<file path="src/shared/isi_pkg.sv">
// Package for the I2C slave register interface: register map, field layout,
// reset values, state codes and the packed state records of both design modules.
// Assumes a 32-bit APB slave port with an 8-bit byte address.
`default_nettype none

package isi_pkg;

    localparam int APB_AW = 8;

    // Register byte addresses, one aligned word each.
    localparam logic [7:0] ADDR_DATA  = 8'h00;
    localparam logic [7:0] ADDR_SADDR = 8'h04;
    localparam logic [7:0] ADDR_MODE  = 8'h08;
    localparam logic [7:0] ADDR_STAT  = 8'h0C;

    // Mode control layout.
    localparam int POS_MODE_LO = 5;
    localparam int POS_DEB_LO  = 2;
    localparam int POS_EN      = 1;
    localparam int POS_ICF     = 0;

    // Bus status control layout.
    localparam int POS_HTX  = 4;
    localparam int POS_ACK_TO_SEND = 3;
    localparam int POS_MWE  = 1;

    // Operating mode codes.
    localparam logic [2:0] MODE_SPI_SLAVE = 3'h5;
    localparam logic [2:0] MODE_I2C_SLAVE = 3'h6;
    localparam logic [2:0] MODE_UNUSED    = 3'h7;

    // Debounce selections and their lengths in system clocks.
    localparam logic [1:0] DEB_NONE  = 2'h0;
    localparam logic [2:0] DEB_SHORT = 3'h2;
    localparam logic [2:0] DEB_LONG  = 3'h4;

    localparam logic [2:0] BIT_LAST = 3'h7;

    typedef enum logic [2:0] {
        ST_IDLE     = 3'b000,
        ST_ADDR     = 3'b001,
        ST_ADDR_ACK = 3'b010,
        ST_RX       = 3'b011,
        ST_RX_ACK   = 3'b100,
        ST_TX       = 3'b101,
        ST_TX_ACK   = 3'b110,
        ST_HOLD     = 3'b111
    } isi_state_t;

    typedef struct packed {
        logic       sync1;
        logic       sync2;
        logic       level;
        logic [2:0] cnt;
    } isi_filt_t;

    localparam isi_filt_t FILT_RST = '{sync1: 1'b1, sync2: 1'b1, level: 1'b1, cnt: 3'h0};

    typedef struct packed {
        logic [7:0] sdata;
        logic [7:0] saddr;
        logic [2:0] mode;
        logic [1:0] deb;
        logic       en;
        logic       icf;
        logic       byte_done_flag;
        logic       addr_match_flag;
        logic       bus_busy_flag;
        logic       transmit_select;
        logic       ack_to_send;
        logic       master_read_flag;
        logic       mwe;
        logic       ack_received_n;
        isi_state_t state;
        logic [2:0] bitcnt;
        logic [7:0] shreg;
        logic       ack_drive;
        logic       sda_drv;
        logic       scl_hold;
        logic       scl_prev;
        logic       sda_prev;
        logic [7:0] rdata;
        logic       irq;
        logic       en_prev;
    } isi_core_t;

    localparam isi_core_t CORE_RST = '{
        sdata: 8'h00, saddr: 8'h00, mode: MODE_UNUSED, deb: DEB_NONE,
        en: 1'b0, icf: 1'b0, byte_done_flag: 1'b1, addr_match_flag: 1'b0, bus_busy_flag: 1'b0, transmit_select: 1'b0,
        ack_to_send: 1'b0, master_read_flag: 1'b0, mwe: 1'b0, ack_received_n: 1'b1, state: ST_IDLE,
        bitcnt: 3'h0, shreg: 8'h00, ack_drive: 1'b0, sda_drv: 1'b0,
        scl_hold: 1'b0, scl_prev: 1'b1, sda_prev: 1'b1, rdata: 8'h00,
        irq: 1'b0, en_prev: 1'b0
    };

endpackage

`default_nettype wire

</file>
<file path="src/logic/isi_line_filter.sv">
// Synchroniser and debounce filter for one bus line.
// Assumes an asynchronous pin input; the line idles high.
`default_nettype none

module isi_line_filter (
    input  wire logic       core_clk,
    input  wire logic       sys_rst,
    input  wire logic       pin_in,
    input  wire logic [1:0] debounce_sel,
    output logic            line_out
);

    isi_pkg::isi_filt_t r;
    isi_pkg::isi_filt_t n;
    logic [2:0]         need;

    assign need     = debounce_sel[1] ? isi_pkg::DEB_LONG : isi_pkg::DEB_SHORT;
    assign line_out = r.level;

    // A new level is accepted only after it has stood for the selected number of clocks.
    always_comb begin
        n       = r;
        n.sync1 = pin_in;
        n.sync2 = r.sync1;
        if (r.sync2 == r.level) begin
            n.cnt = 3'h0;
        end else if (debounce_sel == isi_pkg::DEB_NONE) begin
            n.level = r.sync2;
            n.cnt   = 3'h0;
        end else begin
            n.cnt = r.cnt + 3'h1;
            if (n.cnt >= need) begin
                n.level = r.sync2;
                n.cnt   = 3'h0;
            end
        end
    end

    always_ff @(posedge core_clk or posedge sys_rst) begin
        if (sys_rst) begin
            r <= isi_pkg::FILT_RST;
        end else begin
            r <= n;
        end
    end

endmodule

`default_nettype wire

</file>
<file path="src/logic/isi_slave.sv">
// I2C slave-only serial interface with its four software registers on APB.
// Assumes open-drain bus lines resolved outside; the two line inputs are asynchronous.
//
// Contract
// - All data bytes pass the data register; the address byte is only compared, not stored there.
// - Address register holds address in bits 7..1.
// - Matching address selects this slave.
// - Mode field selects function; 110 is I2C.
// - Debounce field filters clock by 0/2/4 clocks.
// - Enable low releases pins, idles interface.
// - Enable rise resets flags, keeps direction/ack bits.
// - Byte-done low while moving, set plus request.
// - Address-match flag follows address comparison.
// - Busy sets on START, clears on STOP.
// - Transmit-select picks sending or receiving bytes.
// - Ack-to-send driven on ninth clock.
// - Read/write flag captures the direction bit.
// - Match-wake enable wakes processor on match.
// - Received-ack flag records master acknowledge.
// - Transmitter releases data line after no-ack.
// - Mode register bit 4 reads zero.
// - START is data falling with clock high.
// - Matching address gets a low acknowledge.
// - Clock held low until data register access.
//
// The implementer's own choices: register access over APB and the register addresses.
`default_nettype none

module isi_slave (
    input  wire logic        core_clk,
    input  wire logic        sys_rst,
    input  wire logic [7:0]  paddr,
    input  wire logic        psel,
    input  wire logic        penable,
    input  wire logic        pwrite,
    input  wire logic [31:0] pwdata,
    output logic      [31:0] prdata,
    output logic             pready,
    output logic             pslverr,
    input  wire logic        scl_in,
    output logic             scl_out,
    output logic             scl_oe_n,
    input  wire logic        sda_in,
    output logic             sda_out,
    output logic             sda_oe_n,
    output logic             irq_req,
    output logic             wake_req
);

    isi_pkg::isi_core_t r;
    isi_pkg::isi_core_t n;

    logic scl_f;
    logic sda_f;
    logic scl_rise;
    logic scl_fall;
    logic start_ev;
    logic stop_ev;
    logic active;
    logic en_rise;
    logic setup_ph;
    logic access_ph;
    logic data_acc;

    function automatic logic addr_mapped(input logic [7:0] a);
        return (a == isi_pkg::ADDR_DATA) || (a == isi_pkg::ADDR_SADDR) ||
               (a == isi_pkg::ADDR_MODE) || (a == isi_pkg::ADDR_STAT);
    endfunction

    function automatic logic [7:0] read_reg(input logic [7:0] a, input isi_pkg::isi_core_t s);
        logic [7:0] v;
        v = 8'h00;
        case (a)
            isi_pkg::ADDR_DATA:  v = s.sdata;
            isi_pkg::ADDR_SADDR: v = s.saddr;
            isi_pkg::ADDR_MODE:  v = {s.mode, 1'b0, s.deb, s.en, s.icf};
            isi_pkg::ADDR_STAT:  v = {s.byte_done_flag, s.addr_match_flag, s.bus_busy_flag, s.transmit_select, s.ack_to_send, s.master_read_flag, s.mwe, s.ack_received_n};
            default:             v = 8'h00;
        endcase
        return v;
    endfunction

    // Both lines see the same filter so START and STOP keep their relative timing.
    isi_line_filter u_scl_filt (
        .core_clk     (core_clk),
        .sys_rst      (sys_rst),
        .pin_in       (scl_in),
        .debounce_sel (r.deb),
        .line_out     (scl_f)
    );

    isi_line_filter u_sda_filt (
        .core_clk     (core_clk),
        .sys_rst      (sys_rst),
        .pin_in       (sda_in),
        .debounce_sel (r.deb),
        .line_out     (sda_f)
    );

    assign active    = r.en && (r.mode == isi_pkg::MODE_I2C_SLAVE);
    assign en_rise   = r.en && !r.en_prev;
    assign scl_rise  = scl_f && !r.scl_prev;
    assign scl_fall  = !scl_f && r.scl_prev;
    assign start_ev  = r.scl_prev && scl_f && r.sda_prev && !sda_f;
    assign stop_ev   = r.scl_prev && scl_f && !r.sda_prev && sda_f;
    assign setup_ph  = psel && !penable;
    assign access_ph = psel && penable;
    assign data_acc  = access_ph && (paddr == isi_pkg::ADDR_DATA);

    assign prdata   = {24'h000000, r.rdata};
    assign pready   = access_ph;
    assign pslverr  = access_ph && !addr_mapped(paddr);
    assign scl_out  = 1'b0;
    assign sda_out  = 1'b0;
    assign scl_oe_n = !(active && r.scl_hold);
    assign sda_oe_n = !(active && r.sda_drv);
    assign irq_req  = r.irq;
    assign wake_req = r.mwe && r.addr_match_flag;

    always_comb begin
        n          = r;
        n.irq      = 1'b0;
        n.en_prev  = r.en;
        n.scl_prev = scl_f;
        n.sda_prev = sda_f;

        // Read data is captured in the setup cycle so that it leaves a flip-flop.
        if (setup_ph) begin
            n.rdata = read_reg(paddr, r);
        end
        if (access_ph && pwrite) begin
            case (paddr)
                isi_pkg::ADDR_DATA:  n.sdata = pwdata[7:0];
                isi_pkg::ADDR_SADDR: n.saddr = pwdata[7:0];
                isi_pkg::ADDR_MODE: begin
                    n.mode = pwdata[isi_pkg::POS_MODE_LO +: 3];
                    n.deb  = pwdata[isi_pkg::POS_DEB_LO +: 2];
                    n.en   = pwdata[isi_pkg::POS_EN];
                    n.icf  = pwdata[isi_pkg::POS_ICF];
                end
                isi_pkg::ADDR_STAT: begin
                    n.transmit_select  = pwdata[isi_pkg::POS_HTX];
                    n.ack_to_send = pwdata[isi_pkg::POS_ACK_TO_SEND];
                    n.mwe  = pwdata[isi_pkg::POS_MWE];
                end
                default: begin
                end
            endcase
        end

        if (!active) begin
            n.state     = isi_pkg::ST_IDLE;
            n.sda_drv   = 1'b0;
            n.scl_hold  = 1'b0;
            n.ack_drive = 1'b0;
        end else if (start_ev) begin
            n.bus_busy_flag      = 1'b1;
            n.byte_done_flag      = 1'b0;
            n.state    = isi_pkg::ST_ADDR;
            n.bitcnt   = 3'h0;
            n.sda_drv  = 1'b0;
            n.scl_hold = 1'b0;
        end else if (stop_ev) begin
            n.bus_busy_flag       = 1'b0;
            n.state     = isi_pkg::ST_IDLE;
            n.sda_drv   = 1'b0;
            n.scl_hold  = 1'b0;
            n.ack_drive = 1'b0;
        end else begin
            case (r.state)
                isi_pkg::ST_ADDR: begin
                    if (scl_rise) begin
                        n.shreg  = {r.shreg[6:0], sda_f};
                        n.bitcnt = r.bitcnt + 3'h1;
                        if (r.bitcnt == isi_pkg::BIT_LAST) begin
                            if (n.shreg[7:1] == r.saddr[7:1]) begin
                                n.addr_match_flag      = 1'b1;
                                n.master_read_flag       = sda_f;
                                n.byte_done_flag       = 1'b1;
                                n.irq       = 1'b1;
                                n.ack_drive = 1'b0;
                                n.state     = isi_pkg::ST_ADDR_ACK;
                            end else begin
                                n.addr_match_flag  = 1'b0;
                                n.state = isi_pkg::ST_IDLE;
                            end
                        end
                    end
                end
                isi_pkg::ST_ADDR_ACK, isi_pkg::ST_RX_ACK: begin
                    // First falling edge opens the ninth bit, the second ends it.
                    if (scl_fall) begin
                        if (!r.ack_drive) begin
                            n.ack_drive = 1'b1;
                            n.sda_drv   = (r.state == isi_pkg::ST_ADDR_ACK) ? 1'b1 : !r.ack_to_send;
                        end else begin
                            n.ack_drive = 1'b0;
                            n.sda_drv   = 1'b0;
                            n.scl_hold  = 1'b1;
                            n.state     = isi_pkg::ST_HOLD;
                        end
                    end
                end
                isi_pkg::ST_RX: begin
                    if (scl_rise) begin
                        n.shreg  = {r.shreg[6:0], sda_f};
                        n.bitcnt = r.bitcnt + 3'h1;
                        if (r.bitcnt == isi_pkg::BIT_LAST) begin
                            n.sdata     = n.shreg;
                            n.byte_done_flag       = 1'b1;
                            n.irq       = 1'b1;
                            n.ack_drive = 1'b0;
                            n.state     = isi_pkg::ST_RX_ACK;
                        end
                    end
                end
                isi_pkg::ST_TX: begin
                    if (scl_fall) begin
                        if (r.bitcnt == isi_pkg::BIT_LAST) begin
                            n.sda_drv = 1'b0;
                            n.state   = isi_pkg::ST_TX_ACK;
                        end else begin
                            n.shreg   = {r.shreg[6:0], 1'b0};
                            n.sda_drv = !r.shreg[6];
                            n.bitcnt  = r.bitcnt + 3'h1;
                        end
                    end
                end
                isi_pkg::ST_TX_ACK: begin
                    if (scl_rise) begin
                        n.ack_received_n = sda_f;
                        n.byte_done_flag  = 1'b1;
                        n.irq  = 1'b1;
                    end else if (scl_fall) begin
                        if (!r.ack_received_n) begin
                            n.scl_hold = 1'b1;
                            n.state    = isi_pkg::ST_HOLD;
                        end else begin
                            n.state = isi_pkg::ST_IDLE;
                        end
                    end
                end
                isi_pkg::ST_HOLD: begin
                    // Any data register access frees the clock; a write also supplies the next byte.
                    if (data_acc) begin
                        n.scl_hold = 1'b0;
                        n.bitcnt   = 3'h0;
                        n.byte_done_flag      = 1'b0;
                        if (r.transmit_select) begin
                            n.state   = isi_pkg::ST_TX;
                            n.shreg   = n.sdata;
                            n.sda_drv = !n.sdata[7];
                        end else begin
                            n.state = isi_pkg::ST_RX;
                        end
                    end
                end
                default: begin
                end
            endcase
        end

        if (en_rise && (r.mode == isi_pkg::MODE_I2C_SLAVE)) begin
            n.byte_done_flag   = isi_pkg::CORE_RST.byte_done_flag;
            n.addr_match_flag  = isi_pkg::CORE_RST.addr_match_flag;
            n.bus_busy_flag   = isi_pkg::CORE_RST.bus_busy_flag;
            n.master_read_flag   = isi_pkg::CORE_RST.master_read_flag;
            n.ack_received_n  = isi_pkg::CORE_RST.ack_received_n;
            n.irq   = 1'b0;
            n.state = isi_pkg::ST_IDLE;
        end
    end

    always_ff @(posedge core_clk or posedge sys_rst) begin
        if (sys_rst) begin
            r <= isi_pkg::CORE_RST;
        end else begin
            r <= n;
        end
    end

    property p_start_busy;
        @(posedge core_clk) disable iff (sys_rst)
        (active && start_ev && !en_rise) |=> r.bus_busy_flag;
    endproperty
    a_start_busy: assert property (p_start_busy) else $error("busy flag not set by START");

    property p_stop_free;
        @(posedge core_clk) disable iff (sys_rst)
        (active && stop_ev && !start_ev) |=> !r.bus_busy_flag;
    endproperty
    a_stop_free: assert property (p_stop_free) else $error("busy flag not cleared by STOP");

    property p_bit4_zero;
        @(posedge core_clk) disable iff (sys_rst)
        (setup_ph && paddr == isi_pkg::ADDR_MODE) ##1 (access_ph && paddr == isi_pkg::ADDR_MODE) |-> !prdata[4];
    endproperty
    a_bit4_zero: assert property (p_bit4_zero) else $error("mode bit 4 read as one");

    property p_disabled_release;
        @(posedge core_clk) disable iff (sys_rst)
        // The state machine reaches idle one clock after the enable bit falls.
        !r.en |-> (scl_oe_n && sda_oe_n) ##1 (r.state == isi_pkg::ST_IDLE);
    endproperty
    a_disabled_release: assert property (p_disabled_release) else $error("lines driven while disabled");

    property p_enable_rise;
        @(posedge core_clk) disable iff (sys_rst)
        (en_rise && r.mode == isi_pkg::MODE_I2C_SLAVE && !(access_ph && pwrite))
            |=> (r.byte_done_flag && !r.addr_match_flag && !r.bus_busy_flag && !r.master_read_flag && r.ack_received_n && r.transmit_select == $past(r.transmit_select) && r.ack_to_send == $past(r.ack_to_send));
    endproperty
    a_enable_rise: assert property (p_enable_rise) else $error("flags wrong after enable rise");

    property p_done_request;
        @(posedge core_clk) disable iff (sys_rst)
        ($rose(r.byte_done_flag) && !$past(en_rise)) |-> irq_req;
    endproperty
    a_done_request: assert property (p_done_request) else $error("byte done without request");

    property p_match_request;
        @(posedge core_clk) disable iff (sys_rst)
        $rose(r.addr_match_flag) |-> (irq_req && r.state == isi_pkg::ST_ADDR_ACK);
    endproperty
    a_match_request: assert property (p_match_request) else $error("match without request");

    property p_addr_ack_low;
        @(posedge core_clk) disable iff (sys_rst)
        (r.state == isi_pkg::ST_ADDR_ACK && r.ack_drive && active) |-> (!sda_oe_n && r.addr_match_flag);
    endproperty
    a_addr_ack_low: assert property (p_addr_ack_low) else $error("address not acknowledged low");

    property p_hold_clock;
        @(posedge core_clk) disable iff (sys_rst)
        (r.state == isi_pkg::ST_HOLD && active && !data_acc) |=> (!scl_oe_n || !active || start_ev || stop_ev);
    endproperty
    a_hold_clock: assert property (p_hold_clock) else $error("clock released without data access");

    property p_nack_release;
        @(posedge core_clk) disable iff (sys_rst)
        (r.state == isi_pkg::ST_TX_ACK) |-> sda_oe_n;
    endproperty
    a_nack_release: assert property (p_nack_release) else $error("data line driven in ack slot");

    c_match: cover property (@(posedge core_clk) disable iff (sys_rst) $rose(r.addr_match_flag));
    c_rx_byte: cover property (@(posedge core_clk) disable iff (sys_rst)
        r.state == isi_pkg::ST_RX ##1 r.state == isi_pkg::ST_RX_ACK);
    c_tx_nack: cover property (@(posedge core_clk) disable iff (sys_rst)
        r.state == isi_pkg::ST_TX_ACK && r.ack_received_n ##1 r.state == isi_pkg::ST_IDLE);

endmodule

`default_nettype wire

</file>
<file path="config.mk">
export PLATFORM = sky130hd
export DESIGN_NAME = isi_slave
export DESIGN_NICKNAME = d
export VERILOG_FILES = /design/src/shared/isi_pkg.sv /design/src/logic/isi_line_filter.sv /design/src/logic/isi_slave.sv
export SDC_FILE = /design/constraint.sdc
export NUM_CORES = 1
export LEC_CHECK = 0
export BUFFER_PORTS_ARGS = -buffer_cell sky130_fd_sc_hd__buf_2
export CORE_MARGIN = 2
export CORE_UTILIZATION = 35
export DETAILED_ROUTE_END_ITERATION = 10
export PLACE_DENSITY = 0.57
export SYNTH_ARGS = -nofsm -noshare
export SYNTH_HDL_FRONTEND = slang
export SYNTH_SLANG_ARGS = --single-unit
</file>
<file path="constraint.sdc">
create_clock -name core_clk -period 6.55 [get_ports core_clk]
set_clock_uncertainty 0.05 [all_clocks]
set_input_delay 1.6375 -clock core_clk [delete_from_list [all_inputs] [get_ports core_clk]]
set_output_delay 1.6375 -clock core_clk [all_outputs]
set_load 0.01 [all_outputs]
</file>
==> results list, run 1 <==
- The run finished with clean final reports.
* WL/cell: between 15 and 20 um
- Kind of start point of the critical path: input port
- The min-delay analysis places its worst path in the category reg2reg.
- After clock tree synthesis, the repair step resized 0 gates.
- TritonCTS Buffers: 9
- Layout cells sized above 1: 25.6%
- Setup repair after global routing left no endpoint under its margin.
- H-tree lvl count: 3
- Global-route wire length before repair: between 15 and 20 mm
- Number of cells on the worst hold path: 0
- Max-cap violations in this run came to 0.
- The largest single stage delay on the critical path is just over 0.4 ns.
- Starting utilization of the core area: between 30% and 40%
- Dominant register cell in the synthesized netlist: sky130_fd_sc_hd__dfrtp_1
- Destination of the worst register-to-register timing path: r[13]
- In the final layout, the multi-input gates occupy around 2000 sq um.
- Netlist area before placement: 4080 sq um
- Highest achievable clock rate: between 0.2 and 0.25 GHz
- Entering global routing, the biggest net connects around 50 pins.
- TritonCTS built the clock tree.
- Crit share post-route: 62.8%
* Top metal layer carrying routed signals: met4
* Headroom to the max-slew limit: between 10 and 15%
* Number of sinks handled by clock tree synthesis: 71
- # hold bufs at CTS: 0
- Skew-Pair Late Insertion Delay: ~0.33 ns
- Mean area per synthesized cell: around 10 sq um
- Hold Crit Endpoint: u_sda_filt.r[4]
* Final number of max-transition violations: 0
- The design draws between 1 and 1.5 mW.
- Dividing total power by cell area gives a power density of roughly 250 nW/um^2.
* Post-CTS clock slew at the launch and capture registers of the worst setup and hold paths: around 0.05 ns
* Required time reported for the critical path endpoint: slightly below 5 ns
- Number of distinct standard cells referenced by the synthesized netlist: 60
- In this run the tool buffered the top-level ports with 36 buffer cells.
- The number of hold-slack violations in the final timing report is 0.
* Vias/cell: approximately 5.2
- Most numerous cell on the critical path: sky130_fd_sc_hd__buf_2
* Floorplan die width: roughly 110 um
- In the detailed route, the total length drawn on met3 is approximately 470 um.
- After synthesis, flip-flops and latches occupy a little over two fifths of the total area.
- Share of flip-flops with an asynchronous set or reset after synthesis: 100%
- In this run the clock root is driven by a sky130_fd_sc_hd__clkbuf_16.
- Post-Route WL: 8.90 mm
- The worst path in the final design needs a cycle of 4.11 ns, including I/O delays and setup.
* Post-Synthesis Cells: between 400 and 500
- The via count of the first global-routing pass is between 2,000 and 3,000.
- Detailed routing placed a total of roughly 4.3 mm of wire on met2.
* Ant. Diodes: 0
- The startpoint identified for the worst register-to-register timing path is r[26].
- Setup TNS: 0 ns
- No sink is reached through more buffers than the 2 on the longest clock path.
* Number of enable-type register cells in the synthesized netlist: 0
* Vias: roughly 3,000
- The worst register-to-register path has a depth of 5.
- Across every metal layer, demand over resource in global routing totals ~15%.
- Number of nets at the end of the flow: roughly 490
- Floorplan core area: roughly 11,000 sq um
* Arrival time at the worst endpoint: 2.42 ns
* Detailed Routing Iterations Pass 1: 4
- The layout has 1,147 filler cells.
- In this run the core area contains 39 standard-cell rows.
* Static Leakage: about 2.1 nW
* Maximum ir drop on the vdd rail: about 180 uV
- Largest fanout on the critical path: 5
- Number of endpoints failing setup at the final stage: 0
- In the routed design, unresolved DRC markers number 0.
- Io pins: 87
* Register-to-register setup slack: between 3 and 4 ns
- Syn-to-layout area delta: 9.53%
- Sequential cell area: around 1800 sq um
- Antenna violations before repair: 0
- After detailed routing, the wire length on met1 is ~4 mm.
- Yosys printed 0 warnings.
- Post-synthesis sequential element count: 71
- Drt first-iter violations: a little under 200
- Most used cells in the layout excluding fill and tap cells: sky130_fd_sc_hd__dfrtp_1, sky130_fd_sc_hd__nand2_1, sky130_fd_sc_hd__nor2_1, sky130_fd_sc_hd__buf_2
- The total overflow left after global routing is 0.
- List of cells traversed by the critical path: buf_2 > nor4_4 > a21oi_1 > buf_2
- At the pin with the least slew margin, the transition time is between 1 and 1.5 ns.
- Placed wire-length estimate after detailed placement: roughly 6.6 mm
* Hold Crit Start: u_sda_filt.n[4]
- Cell with the biggest individual delay on the critical path: sky130_fd_sc_hd__nor4_4
* Area of the die: around 13,000 sq um
* Final Wtd Congestion: approximately 0.86
- Crit. End Element: output pin
* Postcts setup bufs: 0
- Antenna viol nets, final: 0
- The worst setup path is of the in2out kind.
- Leaving out fill and tap cells, the most frequent cell in the layout is sky130_fd_sc_hd__dfrtp_1.
- From bottom edge to top edge, the die measures approximately 110 um.
==> flip-flops by register name, indices dropped and copies added, names as in the netlist <==
signal and count:
r 49, u_scl_filt.r 4, u_sda_filt.r 4, u_sda_filt.n 1, u_sda_filt.line_out 1, n 1
u_scl_filt.line_out 1, irq_req 1, u_scl_filt.n 1, prdata 8
==> routing by layer <==
metal | global-route usage (%) | vias to the layer above
li1 | - | 1446
met1 | 20.6 | 1476
met2 | 24.4 | 101
met3 | 2.40 | 11
met4 | 4.72 | 0
met5 | 0 | -
==> layout make-up <==
type	count	share of cell area, %
repair buffers	37	4.20
inverters	10	0.839
flip-flops and latches	71	40.1
clock inverters	5	0.755
multi-input cells	303	44.9
clock buffers	11	5.20
well taps	143	4.00
==> cell usage after synthesis (2+ instances only) <==
cell / n / area share [%]
sky130_fd_sc_hd__nand2b_1: 7 / 1.1
sky130_fd_sc_hd__a21o_1: 3 / 0.55
sky130_fd_sc_hd__o21ai_0: 26 / 3.2
sky130_fd_sc_hd__inv_1: 10 / 0.92
sky130_fd_sc_hd__mux2i_1: 12 / 2.9
sky130_fd_sc_hd__a31oi_1: 4 / 0.61
sky130_fd_sc_hd__a21oi_1: 27 / 3.3
sky130_fd_sc_hd__a21o_2: 2 / 0.43
sky130_fd_sc_hd__a222oi_1: 7 / 1.7
sky130_fd_sc_hd__dfrtp_1: 58 / 36
sky130_fd_sc_hd__and3_1: 3 / 0.46
sky130_fd_sc_hd__xor2_1: 11 / 2.4
sky130_fd_sc_hd__nand4_1: 2 / 0.31
sky130_fd_sc_hd__nor3_1: 4 / 0.49
sky130_fd_sc_hd__buf_2: 6 / 0.74
sky130_fd_sc_hd__nor4_1: 2 / 0.31
sky130_fd_sc_hd__nand3_1: 5 / 0.61
sky130_fd_sc_hd__nor2b_1: 3 / 0.46
sky130_fd_sc_hd__nor2_1: 36 / 3.3
sky130_fd_sc_hd__o32a_1: 2 / 0.49
sky130_fd_sc_hd__nand2_1: 42 / 3.9
sky130_fd_sc_hd__nor2_2: 3 / 0.46
sky130_fd_sc_hd__o211ai_1: 2 / 0.37
sky130_fd_sc_hd__ha_1: 8 / 2.5
sky130_fd_sc_hd__mux2_2: 27 / 7.4
sky130_fd_sc_hd__a211oi_1: 5 / 0.92
sky130_fd_sc_hd__buf_4: 35 / 6.4
sky130_fd_sc_hd__a211oi_2: 3 / 0.92
sky130_fd_sc_hd__xnor2_1: 2 / 0.43
sky130_fd_sc_hd__nand4_2: 2 / 0.61
sky130_fd_sc_hd__dfstp_2: 13 / 8.4
sky130_fd_sc_hd__clkbuf_1: 7 / 0.64
sky130_fd_sc_hd__nor3b_1: 3 / 0.55
sky130_fd_sc_hd__buf_1: 2 / 0.18
==> critical path: cells and delay by family <==
family          cells  cell delay [ns]
buf+inv             2             0.26
compound gates      1             0.12
simple gates        1             0.41
==> power by group <==
| part | leakage (nW) | switching (mW) | total, mW | internal (mW) |
|---|---|---|---|---|
| registers | 0.895 | 0.0359 | 0.516 | 0.480 |
| clock network | 0.126 | 0.185 | 0.442 | 0.256 |
| logic | 1.12 | 0.0975 | 0.162 | 0.0646 |
==> how the worst max path moves through the flow <==
stage / start / endpoint / slack [ns] / cells past startpoint
floorplan: paddr[7] / pslverr / 2.70 / 2
global placement: paddr[7] / pslverr / 2.45 / 4
detailed placement: paddr[7] / pslverr / 2.43 / 4
CTS: paddr[7] / pslverr / 2.43 / 4
global route: paddr[7] / pslverr / 2.37 / 4
finish: paddr[7] / pslverr / 2.44 / 4
==> stage by stage <==
stage                     hold slack, ns  util, %  instances  worst slack (ns)  cell area [sq um]
after floorplan                    0.295        -        435              2.70               4180
after global placement             0.297     36.8        564              2.45               4210
after detailed placement           0.297     36.8        564              2.43               4210
after CTS                          0.305     39.2        580              2.43               4470
after global routing               0.313     39.2        580              2.37               4470
final                              0.304     39.2        580              2.44               4470
==> cells by family (layout without fill, tap and decap cells) <==
group / after synthesis / in the layout / share of synthesized area [%]
xor gates and xnor gates: 13 / 13 / 2.79
DFF: 71 / 71 / 43.9
adders and majority gates: 8 / 8 / 2.45
other: 1 / 26 / 0.0919
AOI/OAI and AO/OA: 93 / 93 / 15.2
muxes: 40 / 40 / 10.7
buffers and inverters: 61 / 63 / 9.19
and+or+nand+nor: 123 / 123 / 15.7
Note: power is estimated with default switching activity, not from simulation.
==> run 2, diff against run 1 <==
==> constraint.sdc (replaced) <==
create_clock -name core_clk -period 4.1 [get_ports core_clk]
set_clock_uncertainty 0.05 [all_clocks]
set_input_delay 1.025 -clock core_clk [delete_from_list [all_inputs] [get_ports core_clk]]
set_output_delay 1.025 -clock core_clk [all_outputs]
set_load 0.01 [all_outputs]
==> results list, run 2 (synthesis results as in run 1) <==
* Destination of the worst register-to-register timing path: r[16]
* Number of sinks handled by clock tree synthesis: 71 (unchanged)
- Power spent charging and discharging nets: 0.526 mW (+65%)
- Result of the run: completed
- Static Leakage: 2.15 nW (+0.55%)
* Capturing instance or port of the critical path: pslverr
* Most used cells in the layout excluding fill and tap cells: sky130_fd_sc_hd__dfrtp_1, sky130_fd_sc_hd__nand2_1, sky130_fd_sc_hd__nor2_1, sky130_fd_sc_hd__buf_2
- The number of DRC violations after detailed routing is 0 (unchanged).
* Drt first-iter violations: 186 (-5.1%)
* WL/cell: 15.6 um (+1.7%)
- The critical path is of the in2out type.
- The ratio of total power to cell area came to 406 nW/um^2 (+62%).
- The sum of overflow across all layers after global routing came to 0 (unchanged).
* Fillcell total: 1,169 (+1.9%)
* Global-route wire length before repair: 15.1 mm (-0.41%)
- Floorplan die width: 112 um (unchanged)
* Port buffer count: 36 (unchanged)
- The worst hold margin was 0.306 ns (+0.00233 ns).
* Setup TNS: 0 ns (unchanged)
- Quantity of gates resized following cts: 0 (unchanged)
- Register-to-register setup slack: 1.75 ns (-1.73 ns)
- Crit share post-route: about 70%
- The level count of the clock H-tree was 3 (unchanged).
- Number of endpoints failing setup at the final stage: 0 (unchanged)
- The number of setup buffers added after CTS came to 0 (unchanged).
- Number of nets at the end of the flow: 488 (+0.21%)
* Kind of start point of the critical path: input port
- Antenna violations before repair: 0 (unchanged)
* Post-Route WL: 9.07 mm (+1.9%)
- The power share of the clock group is 40.6% (+1.1 points).
- Total track usage: 15.0% (-0.044 points)
- Die Span Y: 112 um (unchanged)
- The final design utilization came to 39.4% (+0.22 points).
- The maximum number of pins on one net before global-route repair was 72 (+47%).
- Relative to the synthesized area, the layout overhead comes to 10.1%.
- The slew at the pin with the worst max-slew slack is 0.903 ns (-0.369 ns).
- Sequential cell area: 1790 sq um (unchanged)
- The number of primary I/O pins is 87 (unchanged).
* CTS tree: yes
- The cell count of the worst reg-to-reg path was 8 (+3).
* Ant. Diodes: 0 (unchanged)
- The flip-flop count of the largest register, all copies and words added came to 49 (unchanged).
- The number of hold-slack violations in the final timing report is 0 (unchanged).
* Sw Ratio: 28.8% (+0.32 points)
* Maximum ir drop on the vdd rail: 165 uV (-10%)
- In this run the critical register-to-register path is launched from r[23].
- Placed wire-length estimate after detailed placement: 6.50 mm (-2.2%)
- The floorplan die area came to 12,500 sq um (unchanged).
- Required time reported for the critical path endpoint: 3.02 ns (-1.84 ns)
- Vias/cell: 5.23 (about the same)
- Floorplan core area: 11,400 sq um (unchanged)
- Sequential group share of total power: 45.2% (-0.9 points)
* Most frequent standard cell in the layout excluding fill and tap cells: sky130_fd_sc_hd__dfrtp_1
* Number of buffers on the longest clock path: 2 (unchanged)
- In this run the clock root is driven by a sky130_fd_sc_hd__clkbuf_16.
* Vias: 3,040 (+0.20%)
- The combinational fraction of design power is 14.3% (-0.2 points).
- Post-CTS clock slew at the launch and capture registers of the worst setup and hold paths: 0.06 ns (about the same)
- The total CTS buffers came to 9 (unchanged).
- Antenna viol nets, final: 0 (unchanged)
* Layout cells sized above 1: 26.0% (+0.40 points)
- Tracing the worst setup path back leads to its startpoint at paddr[7].
- The number of detailed-route iterations in the first pass is 4 (unchanged).
- The area of combinational cells with multiple inputs is 2010 sq um (unchanged).
- Clock period minus worst slack: 2.88 ns
- In this run the worst hold path is classified as reg2reg.
* Starting utilization of the core area: 35.8% (unchanged)
* Highest achievable clock rate: 0.347 GHz
* Skew-Pair Late Insertion Delay: 0.33 ns (about the same)
* Setup repair after global routing missed its margin: no
- Final number of max-transition violations: 0 (unchanged)
* Vias in the first global route: 2,902 (-2.0%)
- Largest fanout on the critical path: 5 (unchanged)
* Internal Dissipation: 1.30 mW (+62%)
- The routability congestion estimate came to 0.811 (-5.4%).
* Number of max-cap violations: 0 (unchanged)
* Num rows: 39 (unchanged)
- Arrival time at the worst endpoint: 1.81 ns (-0.61 ns)
- Crit. End Element: output pin
- The worst max-slew margin expressed relative to the limit was 39.8% (+25 points).
* # hold bufs at CTS: 0 (unchanged)
* Register containing the most flip-flops in the final layout: r
-- run 2: cell count changes in the layout (fill, tap and decap cells not counted), sizes merged --
| cell | before | now |
|---|---|---|
| buf | 37 | 38 |
-- run 2: power groups by stage --
stage                     Clock (mW)  Sequential, mW  Combinational (mW)
after floorplan                    0           0.800               0.245
after global placement             0           0.835               0.255
after detailed placement           0           0.838               0.265
after CTS                      0.756           0.826               0.265
after global routing           0.789           0.833               0.295
final                          0.741           0.825               0.261
-- run 2: area by class of cell --
type                            count  share of cell area (%)
Clock inverter                      5                   0.918
Multi-Input combinational cell    303                    44.7
Clock buffer                       11                    5.40
Inverter                           10                   0.835
Tap cell                          143                    3.98
Sequential cell                    71                    39.9
Timing Repair Buffer               38                    4.34
-- run 2: layer usage --
layer / global-route usage, % / routed length, um
met1: 20.2 / 4220
met4: 4.63 / 150
met5: 0 / 0
met3: 3.27 / 407
met2: 24.1 / 4300
-- run 2: worst min-delay path by stage --
stage,cells past startpoint,start,end,slack [ns]
after CTS,0,u_sda_filt.n[4],u_sda_filt.r[4],0.31
after detailed placement,0,u_sda_filt.n[4],u_sda_filt.r[4],0.30
after global routing,0,u_sda_filt.n[4],u_sda_filt.r[4],0.31
final,0,u_sda_filt.n[4],u_sda_filt.r[4],0.31
after floorplan,0,u_scl_filt.n[4],u_scl_filt.r[4],0.30
after global placement,0,u_sda_filt.n[4],u_sda_filt.r[4],0.30
-- run 2: worst max-delay path, cell delays in order --
cell and delay (ns):
sky130_fd_sc_hd__buf_2 0.11, sky130_fd_sc_hd__nor4_4 0.40, sky130_fd_sc_hd__a21oi_1 0.12, sky130_fd_sc_hd__buf_2 0.15
-- run 2: through the flow --
stage,power (mW),std cells,setup WS (ns),instance area [sq um]
global placement,1.09,565,1.08,4210
CTS,1.85,581,1.20,4500
global route,1.92,581,1.15,4500
finish,1.83,581,1.22,4500
detailed placement,1.10,565,1.03,4210
floorplan,1.05,435,1.25,4180
==> run 3, diff against run 2 <==
--- a/config.mk
+++ b/config.mk
@@ -9,7 +9,7 @@
 export CORE_MARGIN = 2
 export CORE_UTILIZATION = 35
 export DETAILED_ROUTE_END_ITERATION = 10
-export PLACE_DENSITY = 0.57
+export PLACE_DENSITY = 0.59
 export SYNTH_ARGS = -nofsm -noshare
 export SYNTH_HDL_FRONTEND = slang
 export SYNTH_SLANG_ARGS = --single-unit
==> constraint.sdc (replaced) <==
create_clock -name core_clk -period 2.4 [get_ports core_clk]
set_clock_uncertainty 0.05 [all_clocks]
set_input_delay 0.6 -clock core_clk [delete_from_list [all_inputs] [get_ports core_clk]]
set_output_delay 0.6 -clock core_clk [all_outputs]
set_load 0.01 [all_outputs]
==> results list, run 3 (synthesis results as in run 1) <==
- Result of the run: completed
* Vias: 3,080 (+1.3%)
* Vias in the first global route: 3,023 (+4.2%)
* Total track usage: 15.1% (+0.19 points)
- Min-Delay Path Class: in2async
- The total internal power was 2.38 mW (+83%).
- The total met2 wirelength after detailed routing came to 4.24 mm (-1.3%).
* Power spent charging and discharging nets: 0.890 mW (+69%)
* Cell with the biggest individual delay on the critical path: sky130_fd_sc_hd__dfrtp_1
- Layout cells sized above 1: 29.0% (+3.0 points)
- The worst path needs roughly 2.2 ns of the cycle, external delays included.
- The die extent in y is 112 um (unchanged).
- Number of max-cap violations: 0 (unchanged)
- Sequential cell area: 1790 sq um (unchanged)
* Global-route wire length before repair: 15.3 mm (+1.7%)
* Highest achievable clock rate: 0.452 GHz
- The routability congestion estimate is 0.869 (+7.2%).
* Crit share post-route: between 90% and 100%
- The critical path buffer and inverter count was 0 (-2).
- Drt first-iter violations: 223 (+20%)
- The floorplan die area came to 12,500 sq um (unchanged).
- Floorplan core area: 11,400 sq um (unchanged)
- Proportion of power drawn by combinational gates: 15.3% (+1.0 points)
* Number of nets at the end of the flow: 505 (+3.5%)
- The number of DRC violations after detailed routing was 0 (unchanged).
- Required time reported for the critical path endpoint: 2.62 ns (-0.40 ns)
- Ant. Diodes: 0 (unchanged)
- Largest fanout on the critical path: 13 (+8)
- Post-Route WL: 9.04 mm (-0.35%)
- The leakage power total came to 2.26 nW (+4.8%).
* Port buffer count: 36 (unchanged)
* Fillcell total: 1,129 (-3.4%)
* M1 wire length: 4.22 mm (+0.14%)
* Num rows: 39 (unchanged)
- Starting utilization of the core area: 35.8% (unchanged)
- Crit. End Element: register
- The slew at the pin with the worst max-slew slack was 0.535 ns (-0.368 ns).
- Worst Setup Path Type: reg2reg
- The final standard cell count with taps included and fillers excluded was 598 (+2.9%).
- Signal routing reaches up to met4.
- Skew-Pair Late Insertion Delay: 0.33 ns (about the same)
- # hold bufs at CTS: 0 (unchanged)
- The number of hold-slack violations in the final timing report was 0 (unchanged).
* Kind of start point of the critical path: register
- The number of primary I/O pins is 87 (unchanged).
- Quantity of gates resized following cts: 0 (unchanged)
- The detail-routed net length per standard cell was 15.1 um (-3.2%).
- Detailed Routing Iterations Pass 1: 6 (+2)
- The final-report setup violation count was 0 (unchanged).
- In the layout the commonest cells are sky130_fd_sc_hd__dfrtp_1, sky130_fd_sc_hd__nand2_1, sky130_fd_sc_hd__nor2_1, sky130_fd_sc_hd__buf_2.
- Overall power after layout: 3.27 mW (+79%)
- Headroom to the max-slew limit: 64.0% (+24 points)
- Cell family with the largest share of critical-path delay: compound AO/OA/AOI/OAI gates
- The count of final max-slew check failures is 0 (unchanged).
- The switching share of power was 27.2% (-1.6 points).
- The area of combinational cells with multiple inputs came to 2010 sq um (unchanged).
- The library cell used most frequently in the layout, excluding fill and tap cells, is sky130_fd_sc_hd__dfrtp_1.
- Syn-to-layout area delta: 14.5%
* Number of buffers on the longest clock path: 2 (unchanged)
* Maximum ir drop on the vdd rail: 477 uV (+190%)
* Arrival time at the worst endpoint: 2.44 ns (+0.63 ns)
* Setup repair after global routing missed its margin: no
* Antenna viol nets, final: 0 (unchanged)
- Instance count after placement with tap cells included: 582 (+3.0%)
- The clock transition at the registers of the reported paths came to 0.06 ns (about the same).
- The ratio of total power to cell area is 700 nW/um^2 (+72%).
- The initial antenna violation count was 0 (unchanged).
* Worst setup startpoint: r[23]
- The detailed placer's ending HPWL is 6.92 mm (+6.5%).
- Maximum single-stage delay on the critical path: 0.39 ns (about the same)
* Max reg flops: 49 (unchanged)
* TritonCTS Buffers: 9 (unchanged)
- Postcts setup bufs: 0 (unchanged)
- The length of routed met3 wiring is 436 um (+7.1%).
- Number of sinks handled by clock tree synthesis: 71 (unchanged)
- Start of the worst register-to-register path: r[23]
* Register containing the most flip-flops in the final layout: r
- Clock network fraction of design power: 42.2% (+1.6 points)
* CTS tree: yes
* Most numerous cell on the critical path: sky130_fd_sc_hd__ha_1
* List of cells traversed by the critical path: ha_1 > ha_1 > nor3b_1 > o221ai_1 > a21oi_2 > o211ai_4 > a211oi_2 > a21o_1
* Maximum number of pins on one net before global-route repair: 72 (unchanged)
- Floorplan die width: 112 um (unchanged)
- H-tree lvl count: 3 (unchanged)
- CTS placed an instance of sky130_fd_sc_hd__clkbuf_16 at the clock tree root.
- The ratio of routed vias to standard cells came to 5.15 (-1.6%).
* Sequential group share of total power: 42.5% (-2.7 points)
- The sum of overflow across all layers after global routing is 0 (unchanged).
## run 3: cell types whose count changed in the layout (fill, tap and decap cells not counted)
| cell | previous run | this run |
|---|---|---|
| sky130_fd_sc_hd__buf_4 | 2 | 18 |
| sky130_fd_sc_hd__buf_12 | 0 | 1 |
| sky130_fd_sc_hd__bufinv_16 | 0 | 1 |
| sky130_fd_sc_hd__clkbuf_1 | 1 | 0 |
| sky130_fd_sc_hd__clkbuf_8 | 1 | 2 |
| sky130_fd_sc_hd__inv_2 | 1 | 0 |
## run 3: cell type report
cell class	count	area share, %
clock buffer	11	5.41
clock inverter	5	1.37
inverter	10	0.884
multi-input combinational	303	43.0
sequential	71	38.4
tap	143	3.83
timing repair buffer	55	7.18
## run 3: path summary, 6_finish.rpt
kind,endpoint,slack [ns],depth (start not counted)
setup / recovery,r[16],0.19,8
setup reg to reg,r[16],0.19,8
min in group core_clk,u_sda_filt.r[4],0.31,0
hold / removal,prdata[3],0.29,3
max in group asynchronous,r[43],1.63,3
hold reg to reg,u_sda_filt.r[4],0.31,0
## run 3: metal layers
| layer | vias to the layer above | track usage, % |
|---|---|---|
| li1 | 1476 | - |
| met1 | 1499 | 20.8 |
| met2 | 95 | 23.7 |
| met3 | 10 | 3.54 |
| met4 | 0 | 5.04 |
| met5 | - | 0 |
## run 3: worst min-delay path, cell delays in order
cell,delay (ns)
sky130_fd_sc_hd__buf_2,0.11
sky130_fd_sc_hd__clkinvlp_4,0.07
sky130_fd_sc_hd__buf_12,0.30
## run 3: power groups by stage
stage | registers (mW) | logic (mW) | clock network (mW)
6_report | 1.39 | 0.501 | 1.38
5_1_grt | 1.40 | 0.568 | 1.47
4_1_cts | 1.39 | 0.507 | 1.41
3_5_place_dp | 1.41 | 0.504 | 0
3_3_place_gp | 1.40 | 0.490 | 0
2_1_floorplan | 1.37 | 0.419 | 0
## run 3: through the flow
stage	TNS [ns]	area [sq um]	hold slack (ns)	worst slack [ns]	utilization, %
6_report	0	4670	0.295	0.188	40.9
5_1_grt	0	4670	0.306	0.0402	40.9
4_1_cts	0	4670	0.306	0.198	40.9
3_5_place_dp	-0.0103	4360	0.297	-0.0103	38.2
3_3_place_gp	0	4360	0.297	0.0645	38.2
2_1_floorplan	0	4180	0.295	0.320	-
